==> src/design/spcs_cfg.svh <==
`ifndef SPCS_CFG_SVH
`define SPCS_CFG_SVH

// special-function register addresses
`define SPCS_CTRL_ADDR   8'hf8
`define SPCS_DATA_ADDR   8'hf9

// control and status field positions
`define SPCS_DONE_BIT    7
`define SPCS_WRITE_COLLISION_FLAG_BIT    6
`define SPCS_MODE_FAULT_FLAG_BIT    5
`define SPCS_OVR_BIT     4
`define SPCS_MODE_HI     3
`define SPCS_MODE_LO     2
`define SPCS_TRANSMIT_BUFFER_EMPTY_BIT   1
`define SPCS_EN_BIT      0

// reset values
`define SPCS_MODE_RST    2'h1
`define SPCS_TRANSMIT_BUFFER_EMPTY_RST   1'b1
`define SPCS_PINS_RST    4'h1

// slave-select mode encodings
`define SPCS_MODE_3W     2'h0
`define SPCS_MODE_4W_IN  2'h1

// timing and sizes
`define SPCS_HALF_DIV    8'h04
`define SPCS_LAST_BIT    4'h7
`define SPCS_FIFO_DEPTH  4
`define SPCS_DATA_W      8

`endif

==> src/design/spcs_pkg.sv <==
package spcs_pkg;

    typedef enum logic [1:0]
    {
        SPCS_IDLE = 2'h0,
        SPCS_MSTR = 2'h1,
        SPCS_SLV  = 2'h2
    } spcs_fsm_t;

    typedef struct packed
    {
        logic sck;
        logic mosi;
        logic miso;
        logic ss;
    } spcs_pins_t;

    typedef struct packed
    {
        logic [7:0] addr;
        logic       wr;
        logic       rd;
        logic [7:0] wdata;
    } spcs_sfr_t;

    typedef struct packed
    {
        spcs_fsm_t  fsm;
        logic       done;
        logic       write_collision_flag;
        logic       mode_fault_flag;
        logic       ovr;
        logic [1:0] mode;
        logic       transmit_buffer_empty;
        logic       en;
        logic [7:0] txbuf;
        logic [7:0] sh;
        logic       samp;
        logic [3:0] cnt;
        logic       sck_q;
        logic [7:0] div;
        logic       sck_prev;
        logic [7:0] rdata;
        logic       irq;
        spcs_pins_t po;
        spcs_pins_t poe;
    } spcs_st_t;

endpackage : spcs_pkg

==> src/design/spcs_sync.sv <==
module spcs_sync #(
    parameter int              WIDTH   = 4,
    parameter logic [WIDTH-1:0] RST_VAL = '0
) (
    input  wire logic             clk,
    input  wire logic             rst,
    input  wire logic [WIDTH-1:0] d_in,
    output logic      [WIDTH-1:0] d_out
);

    typedef struct packed
    {
        logic [WIDTH-1:0] s1;
        logic [WIDTH-1:0] s2;
    } spcs_sync_st_t;

    spcs_sync_st_t q;
    spcs_sync_st_t d;

    // two stages; only the second is read outside
    always_comb
    begin
        d    = q;
        d.s1 = d_in;
        d.s2 = q.s1;
    end

    always_ff @(posedge clk or posedge rst)
    begin
        if (rst)
            q <= '{s1: RST_VAL, s2: RST_VAL};
        else
            q <= d;
    end

    assign d_out = q.s2;

endmodule : spcs_sync

==> src/design/spcs_fifo.sv <==
module spcs_fifo #(
    parameter int WIDTH = 8,
    parameter int DEPTH = 4
) (
    input  wire logic             clk,
    input  wire logic             rst,
    input  wire logic             in_valid,
    output logic                  in_ready,
    input  wire logic [WIDTH-1:0] in_data,
    output logic                  out_valid,
    input  wire logic             out_ready,
    output logic      [WIDTH-1:0] out_data
);

    localparam int AW = $clog2(DEPTH);

    typedef struct packed
    {
        logic [DEPTH-1:0][WIDTH-1:0] mem;
        logic [AW:0]                 wp;
        logic [AW:0]                 rp;
        logic [WIDTH-1:0]            dout;
    } spcs_fifo_st_t;

    spcs_fifo_st_t q;
    spcs_fifo_st_t d;

    logic [AW:0] fill;

    assign fill      = q.wp - q.rp;
    assign in_ready  = (fill != (AW+1)'(DEPTH));
    assign out_valid = (q.wp != q.rp);
    assign out_data  = q.dout;

    // head word is read into a register from the next pointer state
    always_comb
    begin
        d = q;
        if (in_valid && in_ready)
        begin
            d.mem[q.wp[AW-1:0]] = in_data;
            d.wp                = q.wp + (AW+1)'(1);
        end
        if (out_valid && out_ready)
            d.rp = q.rp + (AW+1)'(1);
        d.dout = d.mem[d.rp[AW-1:0]];
    end

    always_ff @(posedge clk or posedge rst)
    begin
        if (rst)
            q <= '0;
        else
            q <= d;
    end

endmodule : spcs_fifo

==> src/design/spcs_top.sv <==
// Operation
// RULE1: transfer end sets done; only software clears
// RULE2: done flag raises interrupt while interrupts enabled
// RULE3: data write while busy sets collision flag
// RULE4: select low, master, mode 01 sets fault
// RULE5: slave last bit into full buffer: overrun
// RULE6: mode 00: three-wire, select not routed
// RULE7: mode 01 default: select is an input
// RULE8: mode 1x: select driven with low bit
// RULE9: data write clears transmit empty flag; a write while busy is refused and leaves the flag set
// RULE10: buffer moved to shifter sets transmit empty
// RULE11: enable bit gates the whole serial interface; mode fault detection and data register writes are not gated by it
`include "spcs_cfg.svh"

module spcs_top #(
    parameter logic [7:0] HALF_DIV   = `SPCS_HALF_DIV,
    parameter int         FIFO_DEPTH = `SPCS_FIFO_DEPTH
) (
    input  wire logic                  clk,
    input  wire logic                  rst,
    input  wire spcs_pkg::spcs_sfr_t   sfr,
    output logic       [7:0]           sfr_rdata,
    input  wire logic                  master_enable,
    input  wire logic                  irq_enable,
    output logic                       spi_irq,
    input  wire spcs_pkg::spcs_pins_t  pin_i,
    output spcs_pkg::spcs_pins_t       pin_o,
    output spcs_pkg::spcs_pins_t       pin_oe
);

    // the data pins reach the shifter two cycles late; a half period
    // shorter than three cycles would sample the bit before the shift
    localparam logic [7:0] HALF_EFF = (HALF_DIV < 8'h03) ? 8'h03 : HALF_DIV;

    localparam spcs_pkg::spcs_st_t RST_ST = '{
        fsm:   spcs_pkg::SPCS_IDLE,
        mode:  `SPCS_MODE_RST,
        transmit_buffer_empty: `SPCS_TRANSMIT_BUFFER_EMPTY_RST,
        default: '0
    };

    spcs_pkg::spcs_st_t   q;
    spcs_pkg::spcs_st_t   d;
    spcs_pkg::spcs_pins_t syn;
    logic [3:0]           syn_v;

    logic                 rx_valid;
    logic                 rx_ready;
    logic [7:0]           rx_byte;
    logic                 rx_pop;
    logic                 rx_avail;
    logic [7:0]           rx_head;

    logic                 selected;
    logic                 master_on;
    logic                 busy;
    logic                 tick;
    logic                 rise;
    logic                 fall;
    logic                 din;
    logic                 last;

    // register address decode
    function automatic logic hit(
        input spcs_pkg::spcs_sfr_t r,
        input logic [7:0]          a
    );
        hit = (r.addr == a);
    endfunction : hit

    // four-wire input mode is the only one that reads the select pin
    function automatic logic select_is_input(
        input logic [1:0] m
    );
        select_is_input = (m == `SPCS_MODE_4W_IN);
    endfunction : select_is_input

    // a status flag survives a control write only when written with one
    function automatic logic keep_flag(
        input logic f,
        input logic w
    );
        keep_flag = f && w;
    endfunction : keep_flag

    // a byte is moving: master frame, or slave between first and last bit
    function automatic logic xfer_busy(
        input spcs_pkg::spcs_st_t s
    );
        xfer_busy = (s.fsm == spcs_pkg::SPCS_MSTR)
                    || ((s.fsm == spcs_pkg::SPCS_SLV) && (s.cnt != 4'h0));
    endfunction : xfer_busy

    // control and status word as software sees it
    function automatic logic [7:0] ctrl_word(
        input spcs_pkg::spcs_st_t s
    );
        ctrl_word = {s.done, s.write_collision_flag, s.mode_fault_flag, s.ovr, s.mode, s.transmit_buffer_empty, s.en};
    endfunction : ctrl_word

    // the link clock and data-out pins belong to an enabled master
    function automatic logic master_drives(
        input logic e,
        input logic m
    );
        master_drives = e && m;
    endfunction : master_drives

    // pins from outside pass two flops first
    spcs_sync #(
        .WIDTH   (4),
        .RST_VAL (`SPCS_PINS_RST)
    ) u_sync (
        .clk   (clk),
        .rst   (rst),
        .d_in  (pin_i),
        .d_out (syn_v)
    );

    assign syn = spcs_pkg::spcs_pins_t'(syn_v);

    // received bytes wait here until software reads them
    spcs_fifo #(
        .WIDTH (`SPCS_DATA_W),
        .DEPTH (FIFO_DEPTH)
    ) u_rx_fifo (
        .clk       (clk),
        .rst       (rst),
        .in_valid  (rx_valid),
        .in_ready  (rx_ready),
        .in_data   (rx_byte),
        .out_valid (rx_avail),
        .out_ready (rx_pop),
        .out_data  (rx_head)
    );

    assign rx_pop = sfr.rd && hit(sfr, `SPCS_DATA_ADDR) && rx_avail;

    always_comb
    begin
        d        = q;
        rise     = 1'b0;
        fall     = 1'b0;
        last     = 1'b0;
        rx_valid = 1'b0;
        rx_byte  = {q.sh[6:0], 1'b0};

        // select is only looked at in the four-wire input mode
        if (select_is_input(q.mode))
            selected = !syn.ss; // RULE7
        else
            selected = 1'b1; // RULE6

        master_on = master_drives(q.en, master_enable); // RULE11
        busy      = xfer_busy(q);
        tick      = (q.div == (HALF_EFF - 8'h01));
        din       = (q.fsm == spcs_pkg::SPCS_MSTR) ? syn.miso : syn.mosi;
        d.sck_prev = syn.sck;

        // software write to control: flags only cleared by a zero
        if (sfr.wr && hit(sfr, `SPCS_CTRL_ADDR))
        begin
            d.done = keep_flag(q.done, sfr.wdata[`SPCS_DONE_BIT]); // RULE1
            d.write_collision_flag = keep_flag(q.write_collision_flag, sfr.wdata[`SPCS_WRITE_COLLISION_FLAG_BIT]);
            d.mode_fault_flag = keep_flag(q.mode_fault_flag, sfr.wdata[`SPCS_MODE_FAULT_FLAG_BIT]);
            d.ovr  = keep_flag(q.ovr, sfr.wdata[`SPCS_OVR_BIT]);
            d.mode = sfr.wdata[`SPCS_MODE_HI:`SPCS_MODE_LO];
            d.en   = sfr.wdata[`SPCS_EN_BIT];
        end

        // transfer sequencing
        case (q.fsm)
            spcs_pkg::SPCS_IDLE:
            begin
                d.sck_q = 1'b0;
                d.div   = 8'h00;
                d.cnt   = 4'h0;
                if (master_on && !q.transmit_buffer_empty && rx_ready)
                begin
                    d.fsm   = spcs_pkg::SPCS_MSTR;
                    d.sh    = q.txbuf;
                    d.transmit_buffer_empty = 1'b1; // RULE10
                end
                else if (q.en && !master_enable && selected)
                begin
                    d.fsm = spcs_pkg::SPCS_SLV;
                end
            end
            spcs_pkg::SPCS_MSTR:
            begin
                if (!master_on)
                begin
                    d.fsm   = spcs_pkg::SPCS_IDLE; // RULE11
                    d.sck_q = 1'b0;
                    d.cnt   = 4'h0;
                end
                else
                begin
                    d.div = tick ? 8'h00 : q.div + 8'h01;
                    if (tick)
                    begin
                        d.sck_q = !q.sck_q;
                        rise    = !q.sck_q;
                        fall    = q.sck_q;
                        if (q.sck_q && (q.cnt == 4'h0))
                            d.fsm = spcs_pkg::SPCS_IDLE;
                    end
                end
            end
            spcs_pkg::SPCS_SLV:
            begin
                if (!q.en || master_enable || !selected)
                begin
                    d.fsm = spcs_pkg::SPCS_IDLE; // RULE11
                    d.cnt = 4'h0;
                end
                else
                begin
                    rise = syn.sck && !q.sck_prev;
                    fall = !syn.sck && q.sck_prev;
                    if ((q.cnt == 4'h0) && !q.transmit_buffer_empty)
                    begin
                        d.sh    = q.txbuf;
                        d.transmit_buffer_empty = 1'b1; // RULE10
                    end
                end
            end
            default:
            begin
                d.fsm = spcs_pkg::SPCS_IDLE;
            end
        endcase

        // shared shift engine: sample on rising, shift on falling
        if (rise)
        begin
            d.samp = din;
            d.cnt  = q.cnt + 4'h1;
            if (q.cnt == `SPCS_LAST_BIT)
            begin
                last     = 1'b1;
                d.cnt    = 4'h0;
                rx_byte  = {q.sh[6:0], din};
                rx_valid = 1'b1;
                d.done   = 1'b1; // RULE1
            end
        end
        if (fall && (q.cnt != 4'h0))
            d.sh = {q.sh[6:0], q.samp};

        // a slave cannot stall the remote master
        if (last && !rx_ready && (q.fsm == spcs_pkg::SPCS_SLV))
            d.ovr = 1'b1; // RULE5

        // data register write: refused while a byte is moving
        if (sfr.wr && hit(sfr, `SPCS_DATA_ADDR))
        begin
            if (busy)
                d.write_collision_flag = 1'b1; // RULE3
            else
            begin
                d.txbuf = sfr.wdata;
                d.transmit_buffer_empty = 1'b0; // RULE9
            end
        end

        // master collision on the select input
        if (select_is_input(q.mode) && !syn.ss && master_enable)
            d.mode_fault_flag = 1'b1; // RULE4

        // register read answer
        if (sfr.rd)
        begin
            if (hit(sfr, `SPCS_CTRL_ADDR))
                d.rdata = ctrl_word(q);
            else if (hit(sfr, `SPCS_DATA_ADDR))
                d.rdata = rx_head;
            else
                d.rdata = 8'h00;
        end

        // interrupt request from any pending event
        d.irq = irq_enable && (d.done || d.write_collision_flag || d.mode_fault_flag || d.ovr); // RULE2

        // pin drivers
        d.po.sck    = d.sck_q;
        d.po.mosi   = d.sh[7];
        d.po.miso   = d.sh[7];
        d.po.ss     = d.mode[0]; // RULE8
        d.poe.sck   = master_drives(d.en, master_enable); // RULE11
        d.poe.mosi  = master_drives(d.en, master_enable);
        d.poe.miso  = (d.fsm == spcs_pkg::SPCS_SLV);
        d.poe.ss    = d.en && d.mode[1]; // RULE8
    end

    always_ff @(posedge clk or posedge rst)
    begin
        if (rst)
            q <= RST_ST;
        else
            q <= d;
    end

    assign sfr_rdata = q.rdata;
    assign spi_irq   = q.irq;
    assign pin_o     = q.po;
    assign pin_oe    = q.poe;

endmodule : spcs_top

==> config.mk <==
export PLATFORM = sky130hd
export DESIGN_NAME = spcs_top
export DESIGN_NICKNAME = d
export VERILOG_FILES = /design/src/design/spcs_pkg.sv /design/src/design/spcs_sync.sv /design/src/design/spcs_fifo.sv /design/src/design/spcs_top.sv
export VERILOG_INCLUDE_DIRS = /design/src /design/src/design
export SDC_FILE = /design/constraint.sdc
export NUM_CORES = 1
export LEC_CHECK = 0
export CAP_MARGIN = 30
export CORE_MARGIN = 5
export CORE_UTILIZATION = 55
export CTS_BUF_LIST = sky130_fd_sc_hd__clkbuf_4 sky130_fd_sc_hd__clkbuf_8
export DETAILED_ROUTE_END_ITERATION = 7
export DONT_BUFFER_PORTS = 1
export GPL_ROUTABILITY_DRIVEN = 0
export PLACE_DENSITY = 0.7
export SYNTH_ARGS = -nofsm -noshare
export SYNTH_HDL_FRONTEND = slang
export SYNTH_HIERARCHICAL = 1
export SYNTH_SLANG_ARGS = --single-unit
==> constraint.sdc <==
create_clock -name clk -period 4.8 [get_ports clk]
set_clock_uncertainty 0.05 [all_clocks]
set_input_delay 0.24 -clock clk [delete_from_list [all_inputs] [get_ports clk]]
set_output_delay 0.24 -clock clk [all_outputs]
set_load 0.01 [all_outputs]
==> results.yml <==
setup_path:
  critPathKind: "reg -> reg"
  r2r_slack_ns: 1.00
  r2r_cells: 10
  r2r-end: "u_rx_fifo/out_data[3]$_DFF_PP0_"
  critPathLaunchType: "flip-flop"
  endpoint_kind: "flip-flop"
  cp_max_fo: 11
  crit_required_ns: 4.98
  worst_ep_arrival_time_ns: 3.97
  rr_startpoint: "q[18]$_DFFE_PP0P_"
hold_path:
  hold_class: "in -> reg"
  hp-start: "sfr[5]"
  hold_depth: 2
  min_to: "q[53]$_DFF_PP0_"
grt:
  antenna_found_initial: 0
  grt.met1_usage_pct: 27.28
  grt_pass1_vias: 3330
  top_usage_layer: "met2"
  grt_max_degree: 47
  grtUsageMet2_pct: 29.62
  grt_util_met3_pct: 4.199
  overflow: 0
  grt_usage_pct: 18.89
  grt_pass1_wl_mm: 17.19
final_layout:
  instances_no_fill: 566
  nFillCells: 744
  area_delta_synth_final_pct: 6.684
  drive_above_1_share_pct: 22.20
  antenna_cells: 0
  fin_nets: 472
clock_tree:
  clkTransAtPathRegs_ns: 0.11
  cts_root_buf: "clkbuf_8"
  post-cts-setup-buffers: 0
  cts_made_buffers: 9
  clock-sinks: 108
  clockBufferDepth: 2
  cts_tree: "built"
  cts_max_level: 3
  clk_latency_ns: 0.36
  holdBufCountCts: 18
  cts_resized: 0
logic_synthesis:
  yosysTopAreaCell: "dfrtp_1"
  yosys_register_bits: 108
  synthesis.instances: 432
  yosys-top-cells-count: "dfrtp_1 (104), mux2_2 (50), inv_1 (32)"
  async_reset_ff_share_pct: 100.0
  synth-warning-count: 6
  syn_avg_cell_area_um2: 12.05
  yosys-top-cells-area: "dfrtp_1 (50%), mux2_2 (11%), buf_4 (3.5%)"
  synth_edf_count: 0
  syn_area_um2: 5204
  yosysMostFrequentCell: "dfrtp_1"
  synth-main-ff-cell: "dfrtp_1"
  synth_nets: 472
  ys_seq_area_share_pct: 52.03
  synth_top_area_share_pct: 50.01
  synth.distinct_cells: 67
placement:
  place_ws_ns: 1.060
  port_buffers: 0
  dp.cells: 532
  hpwl_mm: 7.105
timing:
  finalHoldViolations: 0
  slew_headroom_pct: 52.01
  final.setup.tns_ns: 0
  drv_slew: 0
  layout_min_cycle_time_ns: 3.795
  setup_viol: 0
  worstMarginPinSlew_ns: 0.7104
  post-route-period-util_pct: 79.07
  rsz0062_at_grt: "false"
  max_clock_freq_mhz: 263.5
  worst_slack_ns: 1.005
floorplanning:
  rows: 35
  coreArea_um2: 9240
  die_w_um: 107.3
  ios: 43
  dieArea_um2: 11510
  start_util_pct: 56.32
  die_y_um: 107.3
power:
  ir_drop_mv: 0.1470
  p_leak_nw: 2.590
  power_mw: 1.839
  p_per_area_nw_per_um2: 331.3
routing:
  post-route-drc-count: 0
  drt_first_iter_violations: 196
  wl_mm: 10.17
  ant_nets: 0
  num_vias: 3223
  drtPass1Iterations: 4
  vias_per_cell: 5.694
  wl_per_cell_um: 17.96
run_status:
  status: "finished clean"
job:
  maxCapViolCount: 0
metal layers:
metal | vias to the layer above | part of all wire, % | wire length, µm
li1 | 1518 | - | -
met1 | 1635 | 48 | 4862
met2 | 63 | 47 | 4768
met3 | 7 | 4.6 | 466
met4 | 0 | 0.68 | 69
met5 | - | 0 | 0
flip-flops by register name (all words and copies together) (netlist names):
| register | cells |
|---|---|
| pin_o | 2 |
| pin_oe | 3 |
| q | 40 |
| sfr_rdata | 8 |
| spi_irq | 1 |
| u_rx_fifo/out_data | 8 |
| u_rx_fifo/q | 38 |
| u_sync/d | 4 |
| u_sync/d_out | 4 |
power breakdown:
group | switching [mW] | leakage [nW] | internal (mW) | total [mW]
logic | 0.151 | 1.05 | 0.109 | 0.259
registers | 0.0827 | 1.45 | 0.966 | 1.05
clock network | 0.315 | 0.0890 | 0.217 | 0.532
total | 0.549 | 2.59 | 1.29 | 1.84
cells in the final DEF (no fill, tap or decap), drive strengths merged, types with 2 or more instances in the layout:
cell,count
and3,4
clkbuf,11
xor2,3
mux2,50
a21oi,18
o22ai,11
nand3,8
mux4,7
ha,14
buf,4
nor4,5
nor2b,2
o21ai,19
xnor2,4
and2,4
dlygate4sd3,18
nor3,2
or3,2
a2111oi,4
inv,33
dfrtp,104
nand4,4
dfstp,4
a21o,4
o2bb2ai,2
clkinvlp,3
or3b,2
o31ai,2
mux2i,9
a31o,2
nand2,30
a41oi,5
nor2,21
layout make-up:
class / count / area (µm²) / share of cell area (%)
clock inverter: 5 / 45.04 / 0.8114
clock buffer: 11 / 145.1 / 2.614
multi-input combinational: 259 / 2150 / 38.72
inverter: 32 / 120.1 / 2.164
tap: 129 / 161.4 / 2.907
timing repair buffer: 22 / 222.7 / 4.012
sequential: 108 / 2708 / 48.77
worst max path at each step:
stage	start	to	slack (ns)
floorplan	q[18]$_DFFE_PP0P_	u_rx_fifo/out_data[2]$_DFF_PP0_	1.38
global placement	q[18]$_DFFE_PP0P_	u_rx_fifo/out_data[4]$_DFF_PP0_	1.18
detailed placement	q[18]$_DFFE_PP0P_	u_rx_fifo/out_data[4]$_DFF_PP0_	1.06
CTS	q[18]$_DFFE_PP0P_	u_rx_fifo/out_data[3]$_DFF_PP0_	1.04
global route	q[18]$_DFFE_PP0P_	u_rx_fifo/out_data[3]$_DFF_PP0_	0.81
finish	q[18]$_DFFE_PP0P_	u_rx_fifo/out_data[3]$_DFF_PP0_	1.00
metrics by stage:
step / hold slack [ns] / area [µm²] / utilization [%]
final: 0.03127 / 5552 / 60.08
after detailed placement: 0.03623 / 5181 / 56.07
after global placement: 0.02673 / 5161 / 55.86
after global routing: 0.03849 / 5552 / 60.08
after CTS: 0.01709 / 5552 / 60.08
after floorplan: 0.004226 / 5204 / -
worst max-delay path, stage by stage (launching register included):
cell     delay [ns]
dfrtp_1        0.40
ha_1           0.22
or4b_1         0.52
nor2_1         0.20
a41oi_1        0.36
nor3_1         0.31
buf_4          0.21
nand2_1        0.07
a21oi_2        0.44
mux2_2         0.41
mux4_1         0.48
kinds of logic after synthesis:
| logic type | Yosys count | synth area share, % |
|---|---|---|
| AO/OA/AOI/OAI | 77 | 10.36 |
| XOR/XNOR | 7 | 2.044 |
| adder cells (fa/ha/maj) | 14 | 3.366 |
| buffers and inverters | 65 | 6.660 |
| flip-flops | 108 | 52.03 |
| multiplexers | 66 | 16.11 |
| AND/OR/NAND/NOR | 95 | 9.426 |
Note: power is estimated with default switching activity, not from simulation.
